<file path="config.mk">
export PLATFORM = sky130hd
export DESIGN_NAME = slc_status_ctrl
export DESIGN_NICKNAME = d
export VERILOG_FILES = /design/src/rtl/slc_pkg.sv /design/src/rtl/slc_status_ctrl.sv /design/src/rtl/slc_sticky_flag.sv
export SDC_FILE = /design/constraint.sdc
export NUM_CORES = 1
export LEC_CHECK = 0
export ABC_AREA = 1
export ABC_CLOCK_PERIOD_IN_PS = 5100
export BUFFER_PORTS_ARGS = -buffer_cell sky130_fd_sc_hd__buf_2
export CELL_PAD_IN_SITES_DETAIL_PLACEMENT = 0
export CELL_PAD_IN_SITES_GLOBAL_PLACEMENT = 1
export CORE_ASPECT_RATIO = 0.7
export CORE_MARGIN = 1
export CORE_UTILIZATION = 47
export DETAILED_ROUTE_END_ITERATION = 8
export PLACE_DENSITY_LB_ADDON = 0.15
export REMOVE_ABC_BUFFERS = 1
export SYNTH_ARGS = -nofsm -noshare
export SYNTH_HDL_FRONTEND = slang
export SYNTH_SLANG_ARGS = --single-unit
</file>
<file path="constraint.sdc">
create_clock -name clk -period 5.1 [get_ports clk]
set_clock_uncertainty 0.1 [all_clocks]
set_input_delay 1.02 -clock clk [delete_from_list [all_inputs] [get_ports clk]]
set_output_delay 1.02 -clock clk [all_outputs]
set_load 0.03 [all_outputs]
</file>
<file path="src/rtl/slc_pkg.sv">
package slc_pkg;

	localparam int ADDR_W = 7;
	localparam int DATA_W = 8;
	localparam int N_INPUTS = 4;

	// Serial frame: read flag, seven address bits, eight data bits
	localparam logic [4:0] HDR_LAST = 5'h07;
	localparam logic [4:0] DATA_FIRST = 5'h08;
	localparam logic [4:0] FRAME_LAST = 5'h0F;
	localparam logic [4:0] FRAME_DONE = 5'h10;
	localparam logic [4:0] CNT_STEP = 5'h01;
	localparam int HDR_RW_POS = 6;

	localparam logic [ADDR_W-1:0] ADDR_IRQ_EN_A = 7'h68;
	localparam logic [ADDR_W-1:0] ADDR_IRQ_EN_B = 7'h69;
	localparam logic [ADDR_W-1:0] ADDR_LATCH_A = 7'h6C;
	localparam logic [ADDR_W-1:0] ADDR_LIVE_A = 7'h6D;
	localparam logic [ADDR_W-1:0] ADDR_LATCH_B = 7'h6E;
	localparam logic [ADDR_W-1:0] ADDR_LIVE_B = 7'h6F;
	localparam logic [ADDR_W-1:0] ADDR_DIV_INIT = 7'h71;
	localparam logic [ADDR_W-1:0] ADDR_SYNTH_LOCK_RESTART_CMD = 7'h72;
	localparam logic [ADDR_W-1:0] ADDR_BIAS_EDGE = 7'h73;

	// Field positions
	localparam int BIT_SYNTH = 5;
	localparam int BIT_VCXO = 4;
	localparam int BIT_REF = 1;
	localparam int BIT_HOLD = 0;
	localparam int BIT_CAL = 2;
	localparam int BIT_CMD = 7;
	localparam int BIT_EDGE = 0;
	localparam int SEL_LSB = 6;

	localparam logic [DATA_W-1:0] DATA_ZERO = 8'h00;
	localparam logic EDGE_RESET = 1'b0;

endpackage

</file>
<file path="src/rtl/slc_status_ctrl.sv">
// Functional notes
// Latched VCXO lock-loss reads 0 after any loss event since clear, else 1.
// Writing 1 clears the VCXO lock-loss latch and its pending interrupt.
// Each input has a latched loss-of-signal bit reading 0 after any event.
// Writing 1 clears an input's loss-of-signal latch and its interrupt.
// Two-bit read-only field shows the currently selected reference input.
// Live synthesizer lock bit reads 0 on loss of lock; feeds its latch.
// Live VCXO lock bit reads 0 on loss of lock; feeds its latch.
// Live activity bit per input reads 0 on loss of signal, 1 active.
// Latched reference-valid reads 0 if reference was lost since clear.
// Writing 1 clears the reference-valid latch and its interrupt.
// Latched holdover reads 0 if holdover was entered since clear.
// Writing 1 clears the holdover latch with its pending interrupt.
// Calibration bit reads 1 while synthesizer calibration runs, 0 when done.
// Live reference-present bit reads 1 when a reference is present.
// Live holdover bit reads 0 in holdover, 1 when locked or locking.
// Writing 1 to divider-init command pulses divider initialization once.
// Writing 1 to synth_lock_restart_cmd command forces synthesizer lock acquisition again.
// Bias calibration command starts calibration and clears only when done.
// Readback edge bit picks falling (0) or rising (1) serial data edge.
// Enabled set latch drives the active-low interrupt output low.
// Any change of reference validity raises the interrupt when enabled.
// Interrupt returns high once all enabled pending latches are cleared.
`timescale 1ns/100ps
module slc_status_ctrl
	import slc_pkg::*;
(
	input wire logic clk,
	input wire logic rstn,
	input wire logic sclk,
	input wire logic csN,
	input wire logic serialDataIn,
	output logic serialDataOut,
	output logic serialDataOe,
	input wire logic synthLockLive,
	input wire logic vcxoLockLive,
	input wire logic [N_INPUTS-1:0] inputActiveLive,
	input wire logic [1:0] selectedInputCode,
	input wire logic refPresentLive,
	input wire logic holdoverLive,
	input wire logic synthCalBusy,
	input wire logic biasTrimDone,
	output logic dividerInitPulse,
	output logic synthLockRestartCmd,
	output logic biasTrimCmd,
	output logic readbackEdgeSelect,
	output logic irqOutN
);

	logic sclkPrev;
	logic sclkRise;
	logic sclkFall;
	logic [4:0] bitCnt;
	logic [DATA_W-1:0] inShift;
	logic [DATA_W-1:0] outShift;
	logic isRead;
	logic [ADDR_W-1:0] regAddr;
	logic hdrDone;
	logic regWrite;
	logic [DATA_W-1:0] wrData;
	logic [ADDR_W-1:0] hdrAddr;
	logic [DATA_W-1:0] readVal;
	logic driveEdge;
	logic driveWindow;

	logic [N_INPUTS-1:0] losSeen;
	logic [N_INPUTS-1:0] losNow;
	logic vcxoSeen;
	logic synthSeen;
	logic holdSeen;
	logic refLost;
	logic refChangePend;
	logic refPresentPrev;
	logic [N_INPUTS-1:0] losIrqEn;
	logic vcxoIrqEn;
	logic synthIrqEn;
	logic refIrqEn;
	logic holdIrqEn;
	logic wrLatchA;
	logic wrLatchB;
	logic next_irqOutN;

	// Serial pins are synchronous to clk; edges are found by comparing samples
	always_ff @(posedge clk or negedge rstn) begin
		if (!rstn) begin
			sclkPrev <= 1'b0;
		end else begin
			sclkPrev <= sclk;
		end
	end

	assign sclkRise = sclk & ~sclkPrev;
	assign sclkFall = ~sclk & sclkPrev;
	assign hdrDone = sclkRise && !csN && (bitCnt == HDR_LAST);
	assign hdrAddr = {inShift[ADDR_W-2:0], serialDataIn};
	assign regWrite = sclkRise && !csN && (bitCnt == FRAME_LAST) && !isRead;
	assign wrData = {inShift[DATA_W-2:0], serialDataIn};

	always_ff @(posedge clk or negedge rstn) begin
		if (!rstn) begin
			bitCnt <= 5'h00;
			inShift <= DATA_ZERO;
			isRead <= 1'b0;
			regAddr <= '0;
		end else if (csN) begin
			bitCnt <= 5'h00;
		end else if (sclkRise && bitCnt != FRAME_DONE) begin
			inShift <= wrData;
			bitCnt <= bitCnt + CNT_STEP;
			if (bitCnt == HDR_LAST) begin
				isRead <= inShift[HDR_RW_POS];
				regAddr <= hdrAddr;
			end
		end
	end

	// Read mux, indexed by the address just completed in the header
	always_comb begin
		readVal = DATA_ZERO;
		unique case (hdrAddr)
			ADDR_IRQ_EN_A: begin
				readVal = {2'b00, synthIrqEn, vcxoIrqEn, losIrqEn};
			end
			ADDR_IRQ_EN_B: begin
				readVal = {6'b000000, refIrqEn, holdIrqEn};
			end
			ADDR_LATCH_A: begin
				readVal = {2'b00, ~synthSeen, ~vcxoSeen, ~losSeen}; // see R01
			end
			ADDR_LIVE_A: begin
				// see R05 see R06 see R07
				readVal = {selectedInputCode, synthLockLive, vcxoLockLive, inputActiveLive};
			end
			ADDR_LATCH_B: begin
				readVal = {6'b000000, ~refLost, ~holdSeen}; // see R09
			end
			ADDR_LIVE_B: begin
				// see R13 see R14
				readVal = {5'b00000, synthCalBusy, refPresentLive, holdoverLive};
			end
			ADDR_BIAS_EDGE: begin
				// Command bit reads back as busy until calibration ends
				readVal = {biasTrimCmd, 6'b000000, readbackEdgeSelect};
			end
			default: begin
				readVal = DATA_ZERO;
			end
		endcase
	end

	assign driveEdge = readbackEdgeSelect ? sclkRise : sclkFall;
	assign driveWindow = isRead && (bitCnt >= DATA_FIRST) && (bitCnt <= FRAME_LAST);

	always_ff @(posedge clk or negedge rstn) begin
		if (!rstn) begin
			serialDataOut <= 1'b0;
			serialDataOe <= 1'b0;
			outShift <= DATA_ZERO;
		end else if (csN) begin
			serialDataOut <= 1'b0;
			serialDataOe <= 1'b0;
		end else if (hdrDone && inShift[HDR_RW_POS]) begin
			// Rising-edge mode must present the first bit on the header's last edge
			if (readbackEdgeSelect) begin
				serialDataOut <= readVal[DATA_W-1];
				outShift <= {readVal[DATA_W-2:0], 1'b0};
				serialDataOe <= 1'b1;
			end else begin
				outShift <= readVal;
			end
		end else if (driveWindow && driveEdge) begin
			serialDataOut <= outShift[DATA_W-1];
			outShift <= {outShift[DATA_W-2:0], 1'b0};
			serialDataOe <= 1'b1;
		end
	end

	assign wrLatchA = regWrite && (regAddr == ADDR_LATCH_A);
	assign wrLatchB = regWrite && (regAddr == ADDR_LATCH_B);
	assign losNow = ~inputActiveLive;

	genvar gi;
	generate
		for (gi = 0; gi < N_INPUTS; gi++) begin : g_los
			slc_sticky_flag uLos ( // see R03
				.clk(clk),
				.rstn(rstn),
				.setEvent(losNow[gi]),
				.clearReq(wrLatchA && wrData[gi]),
				.flag(losSeen[gi])
			);
		end
	endgenerate

	slc_sticky_flag uVcxo ( // see R01
		.clk(clk),
		.rstn(rstn),
		.setEvent(!vcxoLockLive),
		.clearReq(wrLatchA && wrData[BIT_VCXO]),
		.flag(vcxoSeen)
	);

	slc_sticky_flag uSynth (
		.clk(clk),
		.rstn(rstn),
		.setEvent(!synthLockLive),
		.clearReq(wrLatchA && wrData[BIT_SYNTH]),
		.flag(synthSeen)
	);

	slc_sticky_flag uHold ( // see R11
		.clk(clk),
		.rstn(rstn),
		.setEvent(!holdoverLive),
		.clearReq(wrLatchB && wrData[BIT_HOLD]),
		.flag(holdSeen)
	);

	slc_sticky_flag uRefLost ( // see R09
		.clk(clk),
		.rstn(rstn),
		.setEvent(!refPresentLive),
		.clearReq(wrLatchB && wrData[BIT_REF]),
		.flag(refLost)
	);

	// Reference interrupt tracks any change, loss or return
	slc_sticky_flag uRefChange ( // see R21
		.clk(clk),
		.rstn(rstn),
		.setEvent(refPresentLive != refPresentPrev),
		.clearReq(wrLatchB && wrData[BIT_REF]),
		.flag(refChangePend)
	);

	always_ff @(posedge clk or negedge rstn) begin
		if (!rstn) begin
			refPresentPrev <= 1'b0;
		end else begin
			refPresentPrev <= refPresentLive;
		end
	end

	always_ff @(posedge clk or negedge rstn) begin
		if (!rstn) begin
			losIrqEn <= '0;
			vcxoIrqEn <= 1'b0;
			synthIrqEn <= 1'b0;
			refIrqEn <= 1'b0;
			holdIrqEn <= 1'b0;
		end else if (regWrite && regAddr == ADDR_IRQ_EN_A) begin
			losIrqEn <= wrData[N_INPUTS-1:0];
			vcxoIrqEn <= wrData[BIT_VCXO];
			synthIrqEn <= wrData[BIT_SYNTH];
		end else if (regWrite && regAddr == ADDR_IRQ_EN_B) begin
			refIrqEn <= wrData[BIT_REF];
			holdIrqEn <= wrData[BIT_HOLD];
		end
	end

	assign next_irqOutN = ~(|(losSeen & losIrqEn) | (vcxoSeen & vcxoIrqEn)
		| (synthSeen & synthIrqEn) | (refChangePend & refIrqEn) | (holdSeen & holdIrqEn));

	always_ff @(posedge clk or negedge rstn) begin
		if (!rstn) begin
			irqOutN <= 1'b1;
		end else begin
			irqOutN <= next_irqOutN; // see R20
		end
	end

	always_ff @(posedge clk or negedge rstn) begin
		if (!rstn) begin
			dividerInitPulse <= 1'b0;
			synthLockRestartCmd <= 1'b0;
		end else begin

			dividerInitPulse <= regWrite && regAddr == ADDR_DIV_INIT && wrData[BIT_CMD];

			synthLockRestartCmd <= regWrite && regAddr == ADDR_SYNTH_LOCK_RESTART_CMD && wrData[BIT_CMD];
		end
	end

	// Calibrator holds off the clear; a fresh start request beats a done
	always_ff @(posedge clk or negedge rstn) begin
		if (!rstn) begin
			biasTrimCmd <= 1'b0;
			readbackEdgeSelect <= EDGE_RESET;
		end else if (regWrite && regAddr == ADDR_BIAS_EDGE) begin
			if (wrData[BIT_CMD]) begin
				biasTrimCmd <= 1'b1;
			end else if (biasTrimDone) begin
				biasTrimCmd <= 1'b0;
			end
			readbackEdgeSelect <= wrData[BIT_EDGE];
		end else if (biasTrimDone) begin
			biasTrimCmd <= 1'b0;
		end
	end

	vcxo_latch_a: assert property (@(posedge clk) disable iff (!rstn)
		!vcxoLockLive |=> vcxoSeen ##1 (vcxoSeen || $past(wrLatchA)))
		else $error("VCXO lock loss not latched");

	los_latch_a: assert property (@(posedge clk) disable iff (!rstn)
		(losNow != '0) |=> ((losSeen & $past(losNow)) == $past(losNow)))
		else $error("Input loss of signal not latched");

	vcxo_clear_a: assert property (@(posedge clk) disable iff (!rstn)
		(wrLatchA && wrData[BIT_VCXO] && vcxoLockLive) |=> !vcxoSeen ##2 irqOutN || !vcxoIrqEn
		|| $past(regWrite) || !next_irqOutN)
		else $error("VCXO latch clear failed");

	irq_assert_a: assert property (@(posedge clk) disable iff (!rstn)
		(vcxoSeen && vcxoIrqEn) |=> !irqOutN)
		else $error("Enabled latch did not pull interrupt low");

	irq_release_a: assert property (@(posedge clk) disable iff (!rstn)
		$rose(irqOutN) |-> $past(regWrite, 2))
		else $error("Interrupt released without a register write");

	ref_change_a: assert property (@(posedge clk) disable iff (!rstn)
		(refPresentLive != refPresentPrev) |=> refChangePend)
		else $error("Reference change not recorded");

	synth_lock_restart_cmd_pulse_a: assert property (@(posedge clk) disable iff (!rstn)
		(regWrite && regAddr == ADDR_SYNTH_LOCK_RESTART_CMD && wrData[BIT_CMD])
		|=> synthLockRestartCmd ##1 !synthLockRestartCmd)
		else $error("Synth_lock_restart_cmd command not a single pulse");

	bias_hold_a: assert property (@(posedge clk) disable iff (!rstn)
		(biasTrimCmd && !biasTrimDone) |=> biasTrimCmd)
		else $error("Bias calibration command dropped early");

	read_edge_a: assert property (@(posedge clk) disable iff (!rstn)
		$changed(serialDataOut) |-> ($past(driveEdge) || $past(csN)))
		else $error("Read data changed off the selected edge");

endmodule

</file>
<file path="src/rtl/slc_sticky_flag.sv">
`timescale 1ns/100ps
module slc_sticky_flag (
	input wire logic clk,
	input wire logic rstn,
	input wire logic setEvent,
	input wire logic clearReq,
	output logic flag
);
	// A set in the cycle of a clear wins so no event is lost
	always_ff @(posedge clk or negedge rstn) begin
		if (!rstn) begin
			flag <= 1'b0;
		end else if (setEvent) begin
			flag <= 1'b1;
		end else if (clearReq) begin
			flag <= 1'b0;
		end
	end
endmodule

</file>
# After elaboration in Yosys (flattened, before gate mapping)
# Cells that the tools add are included.
op_classes:
  n_addsub: 1
  order_cmp: 2
  n_eq_ne: 23
  mux: 35
  bitwise_logic: 22
  n_reduce_logical: 42
ops:
  columns: ["operator", "count"]
  rows:
  - ["equality test 7 bit, second input constant", 14]
  - ["one-hot mux 8 bit (7 select lines)", 1]
  - ["2-to-1 mux 1 bit", 29]
  - ["logical AND 1 bit", 26]
  - ["2-to-1 mux 8 bit", 3]
  - ["nonzero test 2 bit", 7]
  - ["2-to-1 mux 5 bit", 2]
  - ["inverter 1 bit", 9]
  - ["!= test 2 x 1 -> 1 bit, second input constant", 4]
  - ["inverter 4 bit", 2]
  - ["AND reduction 2 bit", 4]
  - ["bitwise AND 1 bit", 6]
  - ["adder 5 x 1 -> 5 bit, second input constant", 1]
  - ["equality test 5 x 3 -> 1 bit, second input constant", 1]
  - ["equality test 5 x 4 -> 1 bit, second input constant", 1]
  - [">= comparator 5 x 4 -> 1 bit, second input constant", 1]
  - ["<= comparator 5 x 4 -> 1 bit, second input constant", 1]
  - ["!= test 5 bit, second input constant", 1]
  - ["bitwise AND 4 bit", 1]
  - ["bitwise OR 1 bit", 4]
  - ["OR reduction 4 bit", 1]
  - ["!= test 3 bit, second input constant", 1]
  - ["AND reduction 3 bit", 1]
  - ["nonzero test 3 bit", 1]
  - ["other kinds (2)", 3]
word_totals:
  register_bits: 54

# Longest topological paths before layout
# Gate-level depths: netlist (run 1).
depth:
  ltp_word: 9
  mapped_depth: 14
  mapped_depth_nobuf: 13

# Cells and area by module
# A second synthesis (run 1) with hierarchy kept.
unflattened:
  hier_cells: 390
  area_unflattened_um2: 2930.3
modules_own_cells:
  columns: ["module", "n_inst", "cells_each", "area_each_um2", "seq_area_each_um2"]
  rows:
  - ["slc_status_ctrl", 1, 345, 2570.0, 1127.3]
  - ["slc_sticky_flag", 9, 5, 40.0, 25.0]

# Worst setup path before layout (run 1)
# OpenSTA, ideal clock, no wires.
synth_timing:
  path_type: "input to register"
  startpoint: "input sclk"
  endpoint: "register outShift[5]"
  setup_ns: 0.117
  arrival_ns: 2.052
  required_time_ns: 4.883
  slack_ns: 2.831
  path_stages: 12
  path_cell_list: "inv_1 > nor2_2 > nand2_4 > nor2_8 > nand2_4 > nand2_4 > nand2_2 > inv_2 > buf_6 > nand2_1 > nor2_1 > nor2_1"
synth_between:
  elab_chain_cells: 6
  elab_cells_between_ends: 11
synth_lines:
  columns: ["element", "line", "source"]
  rows:
  - ["start, declared", "slc_status_ctrl.sv:30", "input wire logic sclk,"]
  - ["inverter 1 bit or bitwise AND 1 bit (tied branches)", "slc_status_ctrl.sv:93, slc_status_ctrl.sv:92", null]
  - ["bitwise AND 1 bit or logical AND 1 bit (tied branches)", "slc_status_ctrl.sv:93, slc_status_ctrl.sv:94", null]
  - ["2-to-1 mux 1 bit or logical AND 1 bit (tied branches)", "slc_status_ctrl.sv:151, slc_status_ctrl.sv:94", null]
  - ["logical AND 1 bit, on equally long branches", "slc_status_ctrl.sv:171, slc_status_ctrl.sv:162", null]
  - ["nonzero test 2 bit (no source line)", null, null]
  - ["AND reduction 2 bit (no source line)", null, null]
  - ["end signal, assigned", "slc_status_ctrl.sv:166", "outShift <= {readVal[DATA_W-2:0], 1'b0};"]
  - ["end signal, assigned", "slc_status_ctrl.sv:169", "outShift <= readVal;"]
  - ["end signal, assigned", "slc_status_ctrl.sv:173", "outShift <= {outShift[DATA_W-2:0], 1'b0};"]
  - ["end, declared", "slc_status_ctrl.sv:55", "logic [DATA_W-1:0] outShift;"]
# Parallel ways exist; a longest one is shown, timed or not.
# A chain may end at the register's enable or synchronous reset.

# Final worst setup path (run 1)
layout_timing:
  startpoint: "input sclk"
  endpoint: "register g_los[0].uLos.flag"
layout_between:
  elab_chain_cells: 7
layout_lines:
  columns: ["element", "line", "source"]
  rows:
  - ["bitwise AND 1 bit", "slc_status_ctrl.sv:92", "assign sclkRise = sclk & ~sclkPrev;"]
  - ["logical AND 1 bit (3 in a row)", "slc_status_ctrl.sv:96", "assign regWrite = sclkRise && !csN && (bitCnt == FRAME_LAST) && !isRead;"]
  - ["logical AND 1 bit", "slc_status_ctrl.sv:178", "assign wrLatchA = regWrite && (regAddr == ADDR_LATCH_A);"]
  - ["logical AND 1 bit", "slc_status_ctrl.sv:189", ".clearReq(wrLatchA && wrData[gi]),"]
  - ["nonzero test 2 bit (no source line)", null, null]
  - ["end signal, assigned", "slc_sticky_flag.sv:12", "flag <= 1'b0;"]
  - ["end signal, assigned", "slc_sticky_flag.sv:14", "flag <= 1'b1;"]
  - ["end signal, assigned", "slc_sticky_flag.sv:16", "flag <= 1'b0;"]
  - ["end, declared", "slc_sticky_flag.sv:7", "output logic flag"]
# Every way passes these cells.

==> results of run 1 <==
layer usage:
layer / share of wire [%] / vias up / routed length, µm
li1: - / 1231 / -
met1: 55 / 1115 / 3660
met2: 40 / 46 / 2650
met3: 3.4 / 7 / 226
met4: 0.94 / 0 / 62
met5: 0 / - / 0
through the flow:
step           area (µm²)  power [mW]  utilization [%]  hold slack [ns]
5_1_grt              3130       0.880             54.3            0.366
3_5_place_dp         3010       0.554             52.3            0.310
3_3_place_gp         3010       0.554             52.3            0.317
6_report             3130       0.844             54.3            0.329
2_1_floorplan        2800       0.514                -            0.296
4_1_cts              3130       0.850             54.3            0.334
cell usage after synthesis (all sizes together):
library cell and instances:
buf 4, inv 40, dfstp 1, nand2 111, o31ai 1, a221oi 1
o22ai 3, nor2 41, ha 3, xnor2 1, nand3 39, nand4 7
nor4 1, a21oi 5, o211ai 1, or2 1, nand3b 5, clkbuf 1
nor3 4, o21ai 41, dfrtp 53
registers in the layout, summed over array words and instances (netlist names), 4 cells and up:
| signal | count |
|---|---|
| outShift | 8 |
| bitCnt | 5 |
| losIrqEn | 4 |
| regAddr | 7 |
| inShift | 7 |
| g_los.uLos.flag | 4 |
final timing paths:
path,start,to,depth (start not counted),slack [ns]
setup / recovery,sclk,g_los[0].uLos.flag,8,2.87
max in group asynchronous,rstn,uRefChange.flag,2,3.73
hold reg to reg,uHold.flag,irqOutN,1,0.33
hold / removal,uHold.flag,irqOutN,1,0.33
min in group asynchronous,rstn,biasTrimCmd,2,0.73
setup reg to reg,bitCnt[0],g_los[0].uLos.flag,9,2.90
area by class of cell:
cell class / instances / area, µm²
inverter: 40 / 150
multi-input combinational: 265 / 1290
clock buffer: 5 / 68.8
sequential: 54 / 1350
tap: 75 / 93.8
timing repair buffer: 24 / 123
fill: 581 / 2630
clock inverter: 3 / 43.8
worst max-delay path: stages:
cell and delay (ns):
buf_2 0.10, inv_1 0.06, nor2_2 0.14, nand2_4 0.12, nor3_4 0.25, nand3_1 0.30
o21ai_0 0.27, nand2_1 0.07
power groups by stage:
| stage | sequential [mW] | clock (mW) | combinational [mW] |
|---|---|---|---|
| 3_5_place_dp | 0.477 | 0 | 0.0771 |
| 5_1_grt | 0.472 | 0.319 | 0.0889 |
| 4_1_cts | 0.469 | 0.304 | 0.0771 |
| 2_1_floorplan | 0.470 | 0 | 0.0437 |
| 3_3_place_gp | 0.477 | 0 | 0.0769 |
| 6_report | 0.469 | 0.298 | 0.0765 |
kinds of logic (layout without fill, tap and decap cells):
kind of cell	after synthesis	in the layout	synth area share (%)
AND/OR/NAND/NOR	209	209	34.4
XOR/XNOR	1	1	0.310
adder cells (fa/ha/maj)	3	3	1.33
AO/OA/AOI/OAI	52	52	9.78
flip-flops	54	54	47.9
buffers and inverters	45	72	6.37
placed cells by master, fill, tap and decap left out, drive strengths merged, types with 7 or more instances in the layout:
master    n
nand2   111
dfrtp    53
o21ai    41
nor2     41
inv      41
nand3    39
buf      24
nand4     7
==> run summary, run 1 <==
status - finished, final reports clean
P per Cell Area - 270 nW/µm²
Max Freq - 448 MHz
worst path required time - 5.20 ns
category of the worst setup path launch point - input pin
Top-Level Pins - 24
worst min-delay path class - reg2reg
Synth cell types - 32
period utilisation layout - 43.8%
Final Non-Filler Cells - 466
DIE HEIGHT - 66.9 µm
drt first pass iters - 5
clock share of power - 35.3%
sequential power share - 55.6%
GR peak layer - met1
die span in x - 94.7 µm
Post-CTS Setup Bufs - 0
Clk Latency, worst-skew pair - 0.31 ns
Max VDD drop - 163 µV
total gr overflow - 0
Yosys reg bits - 54
fin nets - 410
Remaining DRCs - 0
top cell type's share of synthesized area - 46.9%
pre-CTS WS - 2.53 ns
first-pass GRT wire length - 11100 µm
syn_area_per_cell - 7.77 µm²
fraction of power spent switching nets - 27.4%
number of global-route vias before repair - 2191
Gate power share - 9.1%
RePlAce Congestion - 0.875
Via density - 5.15
biggest area consumer among synthesized cells - dfrtp_1
peak fanout along the critical path - 7
routed length per instance - 14.2 µm
Final Setup Violations - 0
CTS-repair resized insts - 0
Clock Path Buffers - 2
largest net degree at the start of global routing - 55
Slew Limit Fails - 0
Final Hold Fails - 0
layout cells sized above 1 - 13.0%
number of CTS-inserted buffers - 5
grt met1 use - 37.2%
RSZ-0062 raised after global routing - no
Seq/Total Area, Yosys - 47.9%
ant diodes - 0
Int Pwr - 612 µW
initial antenna violation count - 0
Reg clk slew, reported paths - 0.10 ns
Cells after DPL - 458
met2 Track Usage GR - 31.8%
total number of vias - 2399
CP Capture Type - register
hold_buf cts - 0
port bufs - 23
Psw - 232 µW
max-cap violation count - 0
Total Neg Setup Slack - 0 ns
Rows - 23
core area - 5760 µm²
Clock Sinks - 54
Slew Limit Headroom - 54.4%
CTS Root Cell - clkbuf_8
1st-iter DRT viols - 123
crit path DAT - 2.34 ns
clock period minus worst slack - 2.23 ns
Starting Density - 49.1%
Pleak - 1.49 nW
drt total wl - 6600 µm
CTS tree - built
Syn Inst Count - 364
H-tree Lvls - 2
mapped cell area - 2830 µm²
smallest setup slack after layout - 2.87 ns
Layout area overhead - 10.6%
Crit Path Category - in2reg
DIE AREA - 6330 µm²
synth top area cells - dfrtp_1 47%, nand2_1 14%, o21ai_0 7.1%, nand3_1 6.9%, nor2_1 4.9%
post-route ant nets - 0
GRT met3 Usage - 4.22%
GRT Total Usage - 23.5%
Yosys warning total - 0
Tightest Pin Transition - 0.684 ns
Post-DP HPWL - 4900 µm
Note: power is estimated with default switching activity, not from simulation.
==> inputs of run 2 (changes only) <==
Settings changed: ABC_CLOCK_PERIOD_IN_PS 5100 to 2000, CORE_UTILIZATION 47 to 40.
Clock period 5.1 ns to 2 ns, I/O delays scaled along.
==> run summary, run 2 (synthesized netlist as in run 1, its figures left out) <==
total number of vias - 2506 (+4.5%)
worst path required time - 2.11 ns (-3.09 ns)
first-pass GRT wire length - 12200 µm (+9.6%)
Total Neg Setup Slack - 0 ns (unchanged)
category of the worst setup path launch point - register
CTS Root Cell - clkbuf_8
WHS - 0.118 ns (-0.211 ns)
Rows - 25 (+8.7%)
Remaining DRCs - 0 (unchanged)
Top reg by flops - outShift
DP Area - 3200 µm² (+6.4%)
status - finished, final reports clean
Max VDD drop - 271 µV (+66%)
Starting Density - 41.6% (-7.5 points)
Clock Path Buffers - 2 (unchanged)
crit path launch - bitCnt[0]
Pleak - 1.59 nW (+6.6%)
most common cell after layout, fill and taps aside - nand2_1
DIE AREA - 7410 µm² (+17%)
smallest setup slack after layout - 0.0868 ns (-2.78 ns)
initial antenna violation count - 0 (unchanged)
port bufs - 23 (unchanged)
FF-to-FF Start - bitCnt[0]
CP Capture Type - register
drt total wl - 7040 µm (+6.6%)
fin nets - 430 (+4.9%)
Power Total - 2.15 mW (+150%)
Tightest Pin Transition - 0.396 ns (-0.289 ns)
worst path cell trace - ha_1 -> nand2_1 -> nor2_1 -> ha_1 -> inv_1 -> nand2_1 -> nand2_1 -> nand2_4 -> nand2_2 -> inv_2 -> or2_2 -> nand2_1 -> inv_1
routed length per instance - 13.9 µm (-1.7%)
Crit Path Category - reg2reg
Clock Sinks - 54 (unchanged)
RSZ-0062 raised after global routing - no
Critical-path top delay cell - dfrtp_1
number of CTS-inserted buffers - 5 (unchanged)
P per Cell Area - 647 nW/µm² (+140%)
Top-Level Pins - 24 (unchanged)
CTS tree - built
critical path's largest stage delay - 0.41 ns (+0.11 ns)
number of global-route vias before repair - 2451 (+12%)
peak fanout along the critical path - 4 (-3)
crit path DAT - 2.03 ns (-0.31 ns)
largest net degree at the start of global routing - 28 (-49%)
pre-CTS WS - 0.0719 ns (-2.46 ns)
Reg clk slew, reported paths - 0.10 ns (about the same)
clock period minus worst slack - 1.91 ns
Post-DP HPWL - 5250 µm (+7.1%)
Clk Latency, worst-skew pair - 0.31 ns (about the same)
CP most frequent cell - nand2_1
Max Freq - 523 MHz
Final Setup Violations - 0 (unchanged)
drt first pass iters - 4 (-1)
1st-iter DRT viols - 112 (-8.9%)
biggest regs - outShift: 8 flops, inShift: 7 flops, regAddr: 7 flops
Hold Crit Start - sclk
layout cells sized above 1 - 16.8% (+3.7 points)
max-cap violation count - 0 (unchanged)
GRT Total Usage - 21.5% (-1.9 points)
H-tree Lvls - 2 (unchanged)
worst min-delay path class - in2reg
post-route cell area - 3330 µm² (+6.4%)
period utilisation layout - 95.7%
max reg flops - 8 (unchanged)
total gr overflow - 0 (unchanged)
die span in x - 102 µm (+8.2%)
RePlAce Congestion - 0.806 (-7.9%)
ant diodes - 0 (unchanged)
Slew Limit Fails - 0 (unchanged)
Final Hold Fails - 0 (unchanged)
Layout area overhead - 17.7%
post-route ant nets - 0 (unchanged)
core area - 6790 µm² (+18%)
Via density - 4.96 (-3.6%)
DIE HEIGHT - 72.3 µm (+8.1%)
Slew Limit Headroom - 73.6% (+19 points)
most frequent cells in the layout - 107 x nand2_1, 53 x dfrtp_1, 39 x o21ai_0
==> run 2: report_power, final <==
part / switching [mW] / leakage, nW / internal [mW]
Clock: 0.369 / 0.0524 / 0.376
Sequential: 0.0580 / 0.670 / 1.13
Combinational: 0.147 / 0.868 / 0.0670
Total: 0.573 / 1.59 / 1.58
==> run 2: repair_timing <==
action,in CTS,in global routing
endpoints found under the hold margin,13,0
buffers inserted,0,0
endpoints found under the setup margin,0,9
hold buffers,1,0
resized for setup,0,2
==> run 2: worst max-delay path, delay by kind of cell (launching register included) <==
kind,cells,cell delay [ns]
simple gates,8,0.74
flops,1,0.41
fa+ha+maj,2,0.38
buf+inv,3,0.18
==> run 2: routing by layer <==
metal  vias up  GRT usage (%)  wire [µm]
li1       1280              -          -
met1      1179           31.6       3750
met2        42           33.3       3010
met3         5           3.56        232
met4         0           4.76         46
met5         -              0          0
==> run 2: layout make-up <==
cell class,count,area (µm²)
inverters,40,150
well taps,94,118
multi-input cells,265,1300
flip-flops and latches,54,1350
repair buffers,44,300
fillers,708,3460
clock buffers,7,76.3
clock inverters,1,30.0
==> run 2: metrics by stage <==
stage,util [%],std cells
after CTS,48.9,505
after floorplan,-,359
after global placement,47.2,496
after detailed placement,47.2,496
final,49.0,505
after global routing,49.0,505
==> run 2: worst paths after layout <==
kind                                    end  slack (ns)  depth (start not counted)
worst max-delay path            outShift[1]        0.09                         13
worst min-delay path               sclkPrev        0.12                          1
worst max register to register  outShift[1]        0.09                         13
worst min register to register      irqOutN        0.33                          1
max in group asynchronous       losIrqEn[0]        0.77                          3
min in group asynchronous         bitCnt[2]        0.43                          2
